$ cat config.mk
export PLATFORM = sky130hd
export DESIGN_NAME = ivf_fault_resp
export DESIGN_NICKNAME = d
export VERILOG_FILES = /design/src/ivf_pkg.sv /design/src/ivf_fault_resp.sv /design/src/ivf_regmem.sv
export SDC_FILE = /design/constraint.sdc
export NUM_CORES = 1
export LEC_CHECK = 0
export BUFFER_PORTS_ARGS = -buffer_cell sky130_fd_sc_hd__buf_2
export CAP_MARGIN = 5
export CORE_AREA = 2 2 151 153
export CTS_CLUSTER_DIAMETER = 60
export DETAILED_ROUTE_END_ITERATION = 7
export DIE_AREA = 0 0 153 155
export PLACE_DENSITY = 0.77
export SLEW_MARGIN = 5
export SYNTH_ARGS = -nofsm -noshare
export SYNTH_HDL_FRONTEND = slang
export SYNTH_SLANG_ARGS = --single-unit
export TNS_END_PERCENT = 20
$ cat constraint.sdc
create_clock -name clk_sys -period 8.8 [get_ports clk_sys]
set_clock_uncertainty 0.05 [all_clocks]
set_input_delay 1.76 -clock clk_sys [delete_from_list [all_inputs] [get_ports clk_sys]]
set_output_delay 1.76 -clock clk_sys [all_outputs]
set_load 0.01 [all_outputs]
$ cat src/ivf_pkg.sv
package ivf_pkg;
  // command codes the host reaches this block with
  localparam logic [7:0] CMD_OPERATION = 8'h01;
  localparam logic [7:0] CMD_CLEAR_FAULTS = 8'h03;
  localparam logic [7:0] CMD_OV_FAULT_ACT = 8'h56;
  localparam logic [7:0] CMD_OV_WARN_THR = 8'h57;
  localparam logic [7:0] CMD_UV_WARN_THR = 8'h58;
  localparam logic [7:0] CMD_STATUS_INPUT = 8'h7C;
  localparam logic [7:0] CMD_TIME_UNIT = 8'hC8;
  localparam logic [7:0] CMD_VENDOR_OPT = 8'hE0;

  // fault action fields
  localparam int ACT_RESP_HI = 7;
  localparam int ACT_RESP_LO = 6;
  localparam int ACT_RETRY_HI = 5;
  localparam int ACT_RETRY_LO = 3;
  localparam int ACT_DELAY_HI = 2;
  localparam int ACT_DELAY_LO = 0;
  localparam logic [1:0] RESP_IGNORE = 2'h0;
  localparam logic [1:0] RESP_KEEP_RUN = 2'h1;
  localparam logic [1:0] RESP_OFF_RETRY = 2'h2;
  localparam logic [1:0] RESP_LATCH_OFF = 2'h3;
  localparam logic [2:0] RETRY_NONE = 3'h0;
  localparam logic [2:0] RETRY_FOREVER = 3'h7;

  // other bit positions
  localparam int OP_ON_BIT = 7;
  localparam int ST_FAULT_BIT = 0;
  localparam int ST_OVW_BIT = 1;
  localparam int ST_UVW_BIT = 2;
  localparam int OPT_RATIO_BIT = 0;
  localparam int TU_SEL_HI = 1;

  // values after reset
  localparam logic [7:0] ACT_RST = 8'hC0;
  localparam logic [7:0] OP_RST = 8'h80;
  localparam logic [2:0] STATUS_RST = 3'h0;
  localparam logic [15:0] OVW_RST = 16'h7BFF;
  localparam logic [15:0] UVW_RST = 16'h0000;
  localparam logic [15:0] TU_RST = 16'h0000;
  localparam logic [15:0] OPT_RST = 16'h0000;

  // register memory layout
  localparam int MEM_DEPTH = 4;
  localparam logic [1:0] MIDX_OVW = 2'h0;
  localparam logic [1:0] MIDX_UVW = 2'h1;
  localparam logic [1:0] MIDX_TU = 2'h2;
  localparam logic [1:0] MIDX_OPT = 2'h3;

  // delay time units
  localparam int CLK_NS = 5;
  localparam int TU_1US_NS = 1000;
  localparam int TU_10US_NS = 10000;
  localparam int TU_100US_NS = 100000;
  localparam int TU_1MS_NS = 1000000;
  localparam int TU_1US_CYC = TU_1US_NS / CLK_NS;
  localparam int TU_10US_CYC = TU_10US_NS / CLK_NS;
  localparam int DIV_W = 18;

  typedef struct packed {
    logic wr;
    logic rd;
    logic [7:0] code;
    logic [15:0] wdata;
  } ivf_cmd_t;

  typedef enum {
    ST_OFF,
    ST_RUN,
    ST_HOLD,
    ST_WAIT,
    ST_LATCH
  } ivf_state_t;
endpackage

$ cat src/ivf_fault_resp.sv
`timescale 1ns/100ps
// Operation
// - response 00: output keeps running with no interruption during fault
// - response 01: keep running for delay, then retry setting if fault stays
// - response 10: disable output at once, then follow retry count
// - response 11: disable output and hold it off until fault cleared
// - latch cleared by status bit clear, clear-faults command or reset
// - latch also cleared by host turning output off then on again
// - retry count 000: no restart, output off until cleared
// - retry count 1 to 6: that many restarts, then stay off
// - restart attempts start one delay apart, 2 to the delay field units
// - retry count 111: retry forever until commanded off
// - delay field n means 2 to the n units
// - same delay sets keep-running time after fault detection
// - delay unit comes from the time-unit setting register
// - overvoltage warning threshold stored as 16-bit linear word
// - undervoltage warning threshold stored, also ratio-regulation threshold
// - ratio regulation active only when enabled in vendor options
module ivf_fault_resp #(
  parameter int unsigned TU_100US_CYC =
    ivf_pkg::TU_100US_NS / ivf_pkg::CLK_NS,
  parameter int unsigned TU_1MS_CYC =
    ivf_pkg::TU_1MS_NS / ivf_pkg::CLK_NS
) (
  input wire logic clk_sys,
  input wire logic rstn,
  input wire ivf_pkg::ivf_cmd_t cmd,
  input wire logic ctrl_pin,
  input wire logic vin_ov_fault,
  input wire logic [15:0] vin_meas,
  output logic rd_valid_r,
  output logic [15:0] rd_data_r,
  output logic out_en_r,
  output logic fault_latched_r,
  output logic warn_r,
  output logic ratio_regulation_mode_r
);
  import ivf_pkg::*;

  // linear word to signed fixed point, 16 fraction bits
  function automatic logic signed [47:0] lin_to_fix(input logic [15:0] w);
    logic [4:0] sh;
    sh = {~w[15], w[14:11]};
    lin_to_fix = $signed({{37{w[10]}}, w[10:0]}) <<< sh;
  endfunction

  // command code to register memory index
  function automatic logic [2:0] mem_slot(input logic [7:0] c);
    case (c)
      CMD_OV_WARN_THR: mem_slot = {1'b1, MIDX_OVW};
      CMD_UV_WARN_THR: mem_slot = {1'b1, MIDX_UVW};
      CMD_TIME_UNIT: mem_slot = {1'b1, MIDX_TU};
      CMD_VENDOR_OPT: mem_slot = {1'b1, MIDX_OPT};
      default: mem_slot = 3'h0;
    endcase
  endfunction

  logic ctrl_m_r, ctrl_s_r, fault_m_r, fault_s_r;
  logic [7:0] act_r, op_r;
  logic [2:0] status_r, status_nxt;
  ivf_state_t st_r, st_nxt;
  logic [2:0] try_cnt_r, try_cnt_nxt;
  logic [7:0] dly_cnt_r;
  logic [DIV_W-1:0] div_cnt_r;
  logic rd_pend_r;
  logic [7:0] rd_code_r;
  logic [15:0] mem_rd;
  logic [MEM_DEPTH-1:0][15:0] words;
  logic dly_start;

  // pins are asynchronous: two flops before use
  always_ff @(posedge clk_sys or negedge rstn) begin
    if (!rstn) begin
      ctrl_m_r <= 1'b0;
      ctrl_s_r <= 1'b0;
      fault_m_r <= 1'b0;
      fault_s_r <= 1'b0;
    end else begin
      ctrl_m_r <= ctrl_pin;
      ctrl_s_r <= ctrl_m_r;
      fault_m_r <= vin_ov_fault;
      fault_s_r <= fault_m_r;
    end
  end

  // command decode
  wire [2:0] wr_slot = mem_slot(cmd.code);
  wire [2:0] rd_slot = mem_slot(cmd.code);
  wire wr_op = cmd.wr && cmd.code == CMD_OPERATION;
  wire wr_act = cmd.wr && cmd.code == CMD_OV_FAULT_ACT;
  wire wr_stat = cmd.wr && cmd.code == CMD_STATUS_INPUT;
  wire clr_cmd = cmd.wr && cmd.code == CMD_CLEAR_FAULTS;
  wire on_req = ctrl_s_r && op_r[OP_ON_BIT];
  wire [1:0] resp = act_r[ACT_RESP_HI:ACT_RESP_LO];
  wire [2:0] retry = act_r[ACT_RETRY_HI:ACT_RETRY_LO];
  wire [2:0] dly_sel = act_r[ACT_DELAY_HI:ACT_DELAY_LO];
  wire clr_bit = wr_stat && cmd.wdata[ST_FAULT_BIT];
  wire clr_latch = clr_bit || clr_cmd;
  wire [2:0] rd_code_slot = mem_slot(rd_code_r); // slot of the held read

  // thresholds live in the register memory
  ivf_regmem ivf_regmem_inst (
    .clk_sys(clk_sys),
    .rstn(rstn),
    .wr_en(cmd.wr && wr_slot[2]),
    .wr_idx(wr_slot[1:0]),
    .wr_data(cmd.wdata),
    .rd_idx(rd_slot[1:0]),
    .rd_data(mem_rd),
    .words(words)
  );

  // delay length and unit select
  wire [7:0] dly_last = 8'((9'h001 << dly_sel) - 9'h001);
  wire [1:0] tu_sel = words[MIDX_TU][TU_SEL_HI:0];
  wire [DIV_W-1:0] div_last =
    (tu_sel == 2'h0) ? DIV_W'(TU_1US_CYC - 1) :
    (tu_sel == 2'h1) ? DIV_W'(TU_10US_CYC - 1) :
    (tu_sel == 2'h2) ? DIV_W'(TU_100US_CYC - 1) :
    DIV_W'(TU_1MS_CYC - 1);
  wire unit_tick = div_cnt_r == div_last;
  wire dly_done = unit_tick && dly_cnt_r == dly_last;
  wire timing = st_r == ST_HOLD || st_r == ST_WAIT;

  // divider restarts with each delay so every delay is a whole count
  always_ff @(posedge clk_sys or negedge rstn) begin
    if (!rstn) begin
      div_cnt_r <= '0;
      dly_cnt_r <= 8'h00;
    end else if (dly_start || !timing) begin
      div_cnt_r <= '0;
      dly_cnt_r <= 8'h00;
    end else if (unit_tick) begin
      div_cnt_r <= '0;
      dly_cnt_r <= dly_cnt_r + 8'h01;
    end else begin
      div_cnt_r <= div_cnt_r + DIV_W'(1);
    end
  end

  // fault response sequencer
  always_comb begin
    st_nxt = st_r;
    try_cnt_nxt = try_cnt_r;
    dly_start = 1'b0;
    if (!on_req) begin
      st_nxt = ST_OFF;
      try_cnt_nxt = 3'h0;
    end else begin
      case (st_r)
        ST_OFF: begin
          st_nxt = ST_RUN;
        end
        ST_RUN: begin
          try_cnt_nxt = 3'h0;
          if (fault_s_r) begin
            case (resp)
              RESP_IGNORE: st_nxt = ST_RUN;
              RESP_KEEP_RUN: begin
                st_nxt = ST_HOLD;
                dly_start = 1'b1;
              end
              RESP_OFF_RETRY: begin
                dly_start = 1'b1;
                st_nxt = (retry == RETRY_NONE) ? ST_LATCH : ST_WAIT;
              end
              default: st_nxt = ST_LATCH;
            endcase
          end
        end
        ST_HOLD: begin
          if (dly_done && fault_s_r) begin
            dly_start = 1'b1;
            st_nxt = (retry == RETRY_NONE) ? ST_LATCH : ST_WAIT;
          end else if (dly_done) begin
            st_nxt = ST_RUN;
          end
        end
        ST_WAIT: begin
          if (dly_done) begin
            try_cnt_nxt = (retry == RETRY_FOREVER) ? 3'h0 :
              try_cnt_r + 3'h1;
            if (!fault_s_r) begin
              st_nxt = ST_RUN;
            end else if (retry != RETRY_FOREVER &&
                         try_cnt_r + 3'h1 >= retry) begin
              st_nxt = ST_LATCH;
            end else begin
              dly_start = 1'b1;
            end
          end
        end
        ST_LATCH: begin
          try_cnt_nxt = 3'h0;
          if (clr_latch) begin
            st_nxt = ST_RUN;
          end
        end
        default: st_nxt = ST_OFF;
      endcase
    end
  end

  // warning comparisons in fixed point across exponents
  wire signed [47:0] vin_fix = lin_to_fix(vin_meas);
  wire ov_warn = vin_fix > lin_to_fix(words[MIDX_OVW]);
  wire uv_warn = vin_fix < lin_to_fix(words[MIDX_UVW]);
  wire ratio_on = words[MIDX_OPT][OPT_RATIO_BIT] && uv_warn;

  // sticky status: a new event beats the clear in the same cycle
  always_comb begin
    status_nxt = status_r;
    if (clr_cmd) begin
      status_nxt = 3'h0;
    end else if (wr_stat) begin
      status_nxt = status_r & ~cmd.wdata[2:0];
    end
    status_nxt[ST_FAULT_BIT] = status_nxt[ST_FAULT_BIT] | fault_s_r;
    status_nxt[ST_OVW_BIT] = status_nxt[ST_OVW_BIT] | ov_warn;
    status_nxt[ST_UVW_BIT] = status_nxt[ST_UVW_BIT] | uv_warn;
  end

  // state, control registers and outputs
  always_ff @(posedge clk_sys or negedge rstn) begin
    if (!rstn) begin
      st_r <= ST_OFF;
      try_cnt_r <= 3'h0;
      act_r <= ACT_RST;
      op_r <= OP_RST;
      status_r <= STATUS_RST;
      out_en_r <= 1'b0;
      fault_latched_r <= 1'b0;
      warn_r <= 1'b0;
      ratio_regulation_mode_r <= 1'b0;
    end else begin
      st_r <= st_nxt;
      try_cnt_r <= try_cnt_nxt;
      if (wr_act) act_r <= cmd.wdata[7:0];
      if (wr_op) op_r <= cmd.wdata[7:0];
      status_r <= status_nxt;
      out_en_r <= st_nxt == ST_RUN || st_nxt == ST_HOLD;
      fault_latched_r <= st_nxt == ST_LATCH;
      warn_r <= status_nxt[ST_OVW_BIT] | status_nxt[ST_UVW_BIT];
      ratio_regulation_mode_r <= ratio_on;
    end
  end

  // read: memory word lands a cycle later, then registered out
  always_ff @(posedge clk_sys or negedge rstn) begin
    if (!rstn) begin
      rd_pend_r <= 1'b0;
      rd_code_r <= 8'h00;
      rd_valid_r <= 1'b0;
      rd_data_r <= 16'h0000;
    end else begin
      rd_pend_r <= cmd.rd;
      rd_code_r <= cmd.code;
      rd_valid_r <= rd_pend_r;
      if (rd_pend_r) begin
        rd_data_r <= (rd_code_r == CMD_OV_FAULT_ACT) ? {8'h00, act_r} :
          (rd_code_r == CMD_OPERATION) ? {8'h00, op_r} :
          (rd_code_r == CMD_STATUS_INPUT) ? {13'h0000, status_r} :
          rd_code_slot[2] ? mem_rd : 16'h0000;
      end
    end
  end

  chk_ignore_runs: assert property (@(posedge clk_sys) disable iff (!rstn)
    st_r == ST_RUN && on_req && fault_s_r && resp == RESP_IGNORE
    |=> out_en_r && st_r == ST_RUN)
    else $error("ignore response dropped the output");
  chk_hold_runs: assert property (@(posedge clk_sys) disable iff (!rstn)
    st_r == ST_HOLD |-> out_en_r && !fault_latched_r)
    else $error("output off while keeping on");
  chk_disable_now: assert property (@(posedge clk_sys) disable iff (!rstn)
    st_r == ST_RUN && on_req && fault_s_r && resp == RESP_OFF_RETRY
    |=> !out_en_r)
    else $error("output not disabled at once");
  chk_latch_off: assert property (@(posedge clk_sys) disable iff (!rstn)
    st_r == ST_LATCH |-> !out_en_r && fault_latched_r)
    else $error("latched fault with output on");
  chk_clear_exit: assert property (@(posedge clk_sys) disable iff (!rstn)
    st_r == ST_LATCH && on_req && clr_latch |=> st_r == ST_RUN)
    else $error("clear did not release latch");
  chk_off_resets: assert property (@(posedge clk_sys) disable iff (!rstn)
    !on_req |=> st_r == ST_OFF && try_cnt_r == 3'h0 && !out_en_r)
    else $error("turn-off did not reset sequencer");
  chk_no_retry: assert property (@(posedge clk_sys) disable iff (!rstn)
    st_r == ST_RUN && on_req && fault_s_r && resp == RESP_OFF_RETRY &&
    retry == RETRY_NONE |=> st_r == ST_LATCH)
    else $error("zero retry did not latch");
  chk_retry_bound: assert property (@(posedge clk_sys) disable iff (!rstn)
    st_r == ST_WAIT && retry != RETRY_FOREVER |-> try_cnt_r < retry)
    else $error("retry count overran setting");
  chk_unit_spacing: assert property (@(posedge clk_sys)
    disable iff (!rstn) timing |-> dly_cnt_r <= dly_last &&
    div_cnt_r <= div_last)
    else $error("restart spacing overran its delay");
  chk_warn_sticky: assert property (@(posedge clk_sys) disable iff (!rstn)
    status_r[ST_OVW_BIT] && !wr_stat && !clr_cmd
    |=> status_r[ST_OVW_BIT] [*1])
    else $error("warning flag lost");
endmodule // ivf_fault_resp

$ cat src/ivf_regmem.sv
`timescale 1ns/100ps
module ivf_regmem (
  input wire logic clk_sys,
  input wire logic rstn,
  input wire logic wr_en,
  input wire logic [1:0] wr_idx,
  input wire logic [15:0] wr_data,
  input wire logic [1:0] rd_idx,
  output logic [15:0] rd_data,
  output logic [ivf_pkg::MEM_DEPTH-1:0][15:0] words
);
  import ivf_pkg::*;

  localparam logic [MEM_DEPTH-1:0][15:0] MEM_RST =
    {OPT_RST, TU_RST, UVW_RST, OVW_RST};

  // words are flops so the comparators can watch them all at once
  always_ff @(posedge clk_sys or negedge rstn) begin
    if (!rstn) begin
      words <= MEM_RST;
      rd_data <= 16'h0000;
    end else begin
      if (wr_en) begin
        words[wr_idx] <= wr_data;
      end
      rd_data <= words[rd_idx];
    end
  end
endmodule // ivf_regmem

---- Yosys cells after proc, flatten, opt, wreduce, memory -nomap -nowiden ----
Cells that the tools add are included.
cells by class
  muxes and demuxes ....................... 43
  reduce and logical (&&, ||, !) cells .... 25
  divide/modulo/power cells ............... 0
  order comparisons ....................... 5
  bitwise gates (word level) .............. 9
  add/subtract/negate cells ............... 4
  shifts and indexed selects .............. 4
  multiply operators ...................... 0
  equality and inequality tests ........... 34
operators by type and width
  kind                   count
  $mux 32                8
  $pmux 32 s5            1
  $sshl 11x5->48         3
  $eq 32x3->1 const B    4
  $eq 32x2->1 const B    3
  $mux 16                6
  $mux 18                5
  $bwmux 64              1
  $eq 8x7->1 const B     8
  $gt 48x48->1           1
  $lt 48x48->1           1
  $bmux 16 s2            1
  $demux 16 s2           1
  $eq 32x1->1 const B    1
  $eq 32x4->1 const B    1
  $eq 8x8->1 const B     4
  $logic_not 32->1       1
  $pmux 3 s4             2
  $add 18x1->18 const B  1
  $eq 18x18->1           1
  $mux 3                 6
  $eq 8x1->1 const B     2
  $mux 8                 2
  $logic_and 1x1->1      12
  29 further kinds       48
word-level totals
  bits in writable memories ............... 0
  register bits ........................... 194
  memory bits (read-only) ................. 0
  output and inout port bits .............. 21
  bits in latches ......................... 0
  input bits .............................. 46
  memories kept ........................... 0
  word-level logic and storage cells ...... 148

---- Logic depth before layout (Yosys ltp) ----
  depth after elaboration ................. 12
  gate-level depth with buffers ........... 17
  depth with buffers taken out ............ 15

---- By module ----
Synthesis repeated with hierarchy kept, for this count alone.
unflattened totals
  cell total of the unflattened synthesis .. 1347
  area total of the unflattened synthesis .. 12948.7 um^2
modules (own cells, without submodules)
  module          cells each  sequential area each (um^2)  instances  area each (um^2)
  ivf_fault_resp  1175        2856.5                       1          9738.1
  ivf_regmem      172         2019.4                       1          3210.6

---- Least setup slack after synthesis ----
OpenSTA, ideal clock, no wires.
  path type ............................... input port to flip-flop
  start ................................... input vin_meas[12]
  end ..................................... register warn_r
  setup time .............................. 126 ps
  data arrival time ....................... 4731 ps
  required time ........................... 8624 ps
  buffers on the path ..................... 1
  path slack .............................. 3893 ps
  stages on the path ...................... 15
  cell sequence ........................... buf_6 mux2_2 o21ai_0 nor2_1 a21oi_1 o21ai_0 and2_1 ha_1 a21o_1 a21o_1 a221o_1 a221o_1 o211ai_1 a31oi_1 a311o_1
between the ends
  word-level cells in the longest chain between the ends .. 4
  elaborated cells between the ends (all ways) .. 6
  classes of those cells .................. 2 x order compare; 1 x shift; 3 x bitwise
RTL lines
  item                    line                   text
  start: declaration      ivf_fault_resp.sv:30   input wire logic [15:0] vin_meas,
  $sshl 11x5->48          ivf_fault_resp.sv:44   lin_to_fix = $signed({{37{w[10]}}, w[10:0]}) <<< sh;
  $gt 48x48->1            ivf_fault_resp.sv:206  wire ov_warn = vin_fix > lin_to_fix(words[MIDX_OVW]);
  $or 1x1->1              ivf_fault_resp.sv:219  status_nxt[ST_OVW_BIT] = status_nxt[ST_OVW_BIT] | ov_warn;
  via status_nxt[1]       ivf_fault_resp.sv:60   logic [2:0] status_r, status_nxt;
  $or 1x1->1              ivf_fault_resp.sv:243  warn_r <= status_nxt[ST_OVW_BIT] | status_nxt[ST_UVW_BIT];
  end signal: assignment  ivf_fault_resp.sv:243
  end: declaration        ivf_fault_resp.sv:35   output logic warn_r,
The timed path passes the listed nets, and every way through them passes these cells.
A chain may end at the register's enable or synchronous reset.

---- Worst setup path in the final report ----
Ends and elaborated chain as after synthesis.

==> results.ini <==
[run_status]
status = completed

[detailed_routing]
dr.first_iter.drc_count = 970
dr.pass1.iters = 7
drc_errors = 0
avgViaCountPerCell = 6.329
routed_wl_mm = 33.57
antenna_left = 0
avgRoutedWirePerCell_um = 19.74
vias = 10765

[final_layout]
final_cell_mix = dfrtp_1, nand2_1, nor2_1
nFillCells = 1794
final_common_cell = dfrtp_1
final_cell_area_sq_um = 14130
syn2layout_area_growth_pct = 8.965
n_antenna_cell = 0
drive_above_1_share = 0.1751
multiInputGateArea_sq_um = 7762
seq_area_sq_um = 4876
nets = 1544

[logic_synthesis]
synth_edf_count = 0
synth_fa_ha_area_frac = 0.09167
ys_async_sr_fraction = 1.000
ys_seq_area_frac = 0.3760
yosys_warnings = 0
ys_seq_elements = 194
synthSimpleGateAreaFrac = 0.1776
muxShareOfSynthArea = 0.1245
syn_avg_cell_area_sq_um = 9.590
netlist_instances = 1352
synth.distinct_cells = 93
synth_compound_area_frac = 0.1790
syn_area_sq_um = 12970
synth_top_family_by_area = compound AO/OA/AOI/OAI gates
ys.flop_type = dfrtp_1
synth_xor_xnor_area_share = 0.01756

[cts]
holdBufCountCts = 0
h-tree-depth = 4
tritoncts = built
clk_path_buf_depth = 2
cts_resized = 0
cts_setup_buffers = 0
clk_pin_slew_ns = 0.08
cts.sinks = 194
clk_latency_ns = 0.43
cts_root_buf = clkbuf_16
numCtsBuffers = 17

[setup_path]
required_ns = 9.06
rrSetupSlack_ns = 4.54
ff2ff_path_depth = 13
worstPathArrival_ns = 5.47
crit_fanout = 19
crit_path_end_kind = flop
crit_type = in -> reg
cp-start-kind = primary input

[power]
power_density_nw_per_um2 = 148.9
p_leak_uw = 0.006164
vdd_drop_max_uv = 116.1

[global_routing]
antenna_found_initial = 0
grt_overflow = 0
grt_max_degree = 122
gr-usage-all-layers = 0.2815
first_global_vias = 10231
grt_pass1_wl_mm = 53.31

[sta]
tightest_slew_ns = 1.108
finalCriticalPeriod_ns = 5.213
relSlewSlack = 0.2545
max_freq_mhz = 191.8
drv_slew = 0
fin_hold_ws_ns = 0.3044
finalSetupTns_ns = 0
timing_hold_violations_final = 0
fin_ws_ns = 3.587
setup_viol = 0
rsz0062_at_grt = no
finalCritPeriodShare = 0.5924

[die]
initial_core_util = 0.5833
fp-row-count = 55
coreArea_sq_um = 22230
die_h_um = 155
fp.dieArea_sq_um = 23720
die_w_um = 153
io_pins = 67

[min_path]
hold_depth = 0
min_path_type = reg -> reg

[placed_design]
dpl_cell_area_sq_um = 13520
place_ws_ns = 3.205
place.gp.congestion = 1.059
io_buffers = 66
hpwl_mm = 24.88

[job]
cap_viol_max_count = 0

## report_power, final
group	total (uW)	switching, uW	internal [uW]
sequential	965	37.3	928
clock	791	374	417
combinational	347	211	136
## kinds of logic (layout without fill, tap and decap cells)
family                     count (synthesis)  after routing
DFF                                      194            194
and+or+nand+nor                          438            438
adders and majority gates                 95             95
AOI/OAI and AO/OA                        343            343
xor gates and xnor gates                  26             26
buffers and inverters                    105            141
muxes                                    150            150
other                                      1             29
## state kept, by name (all words and copies together) (netlist names)
register                 cells
rd_valid_r                   1
ctrl_m_r                     1
fault_m_r                    1
fault_s_r                    1
rd_pend_r                    1
warn_r                       1
div_cnt_r                   18
dly_cnt_r                    8
try_cnt_r                    3
st_r                        32
ctrl_s_r                     1
status_r                     3
rd_code_r                    8
out_en_r                     1
ratio_regulation_mode_r      1
op_r                         8
act_r                        8
ivf_regmem_inst.rd_data     16
rd_data_r                   16
ivf_regmem_inst.words       64
fault_latched_r              1
## synthesized netlist by cell type (10+ instances only)
master      n  area (sq um)
o211ai_1   11         82.58
nor3_1     21         105.1
a221o_1    23         230.2
clkbuf_1   47         176.4
a21oi_1    61         305.3
a21boi_0   14         105.1
nand2_1   139         521.8
dfstp_2    17         446.7
a22o_1     17         148.9
xnor2_1    13         113.9
o21a_1     13         97.59
and2_1     10         62.56
nor4_1     13         81.33
buf_1      10         37.54
nor2_1    106         397.9
a22oi_1    18         135.1
mux2_2     83         934.7
o21ai_0   101         505.5
dfrtp_1   177          4429
xor2_1     13         113.9
nand2b_1   15         93.84
a21o_1     25         187.7
nor2b_1    11         68.82
a31oi_1    15         93.84
inv_1      33         123.9
mux2i_1    63         630.6
nand3_1    24         120.1
ha_1       95          1189
nand4_1    29         181.4
## final timing paths
| kind | start | end |
|---|---|---|
| hold / removal | fault_m_r | fault_s_r |
| max in group asynchronous | rstn | ivf_regmem_inst.words[41] |
| hold reg to reg | fault_m_r | fault_s_r |
| min in group asynchronous | rstn | div_cnt_r[3] |
| setup / recovery | vin_meas[12] | warn_r |
| setup reg to reg | ivf_regmem_inst.words[11] | warn_r |
## metal layers
metal	part of all wire	GRT usage
met5	0	0
met2	0.47	0.4610
met1	0.44	0.3829
met4	0.034	0.1067
met3	0.063	0.03983
## stage by stage
step	power, uW	util	std cells
2_1_floorplan	1207	-	1380
3_3_place_gp	1309	0.6082	1669
3_5_place_dp	1318	0.6082	1669
4_1_cts	2108	0.6356	1701
5_1_grt	2197	0.6356	1701
6_report	2103	0.6356	1701
## worst max-delay path, cell delays in order
cell,delay (ns)
buf_2,0.34
mux2_2,0.39
o21ai_0,0.41
nor2_1,0.08
a21oi_1,0.17
o21ai_0,0.13
o21a_1,0.23
ha_1,0.31
a21o_1,0.18
a21o_1,0.17
a21oi_1,0.19
o21ai_0,0.13
a2111oi_0,0.46
a31oi_1,0.20
a311o_1,0.30
## area by class of cell
cell class	instances	share of cell area
Multi-Input combinational cell	1081	0.5494
Sequential cell	194	0.3451
Clock buffer	19	0.03135
Timing Repair Buffer	72	0.02719
Tap cell	285	0.02524
Clock inverter	13	0.01187
Inverter	37	0.009830
(Power assumes the default switching activity.)
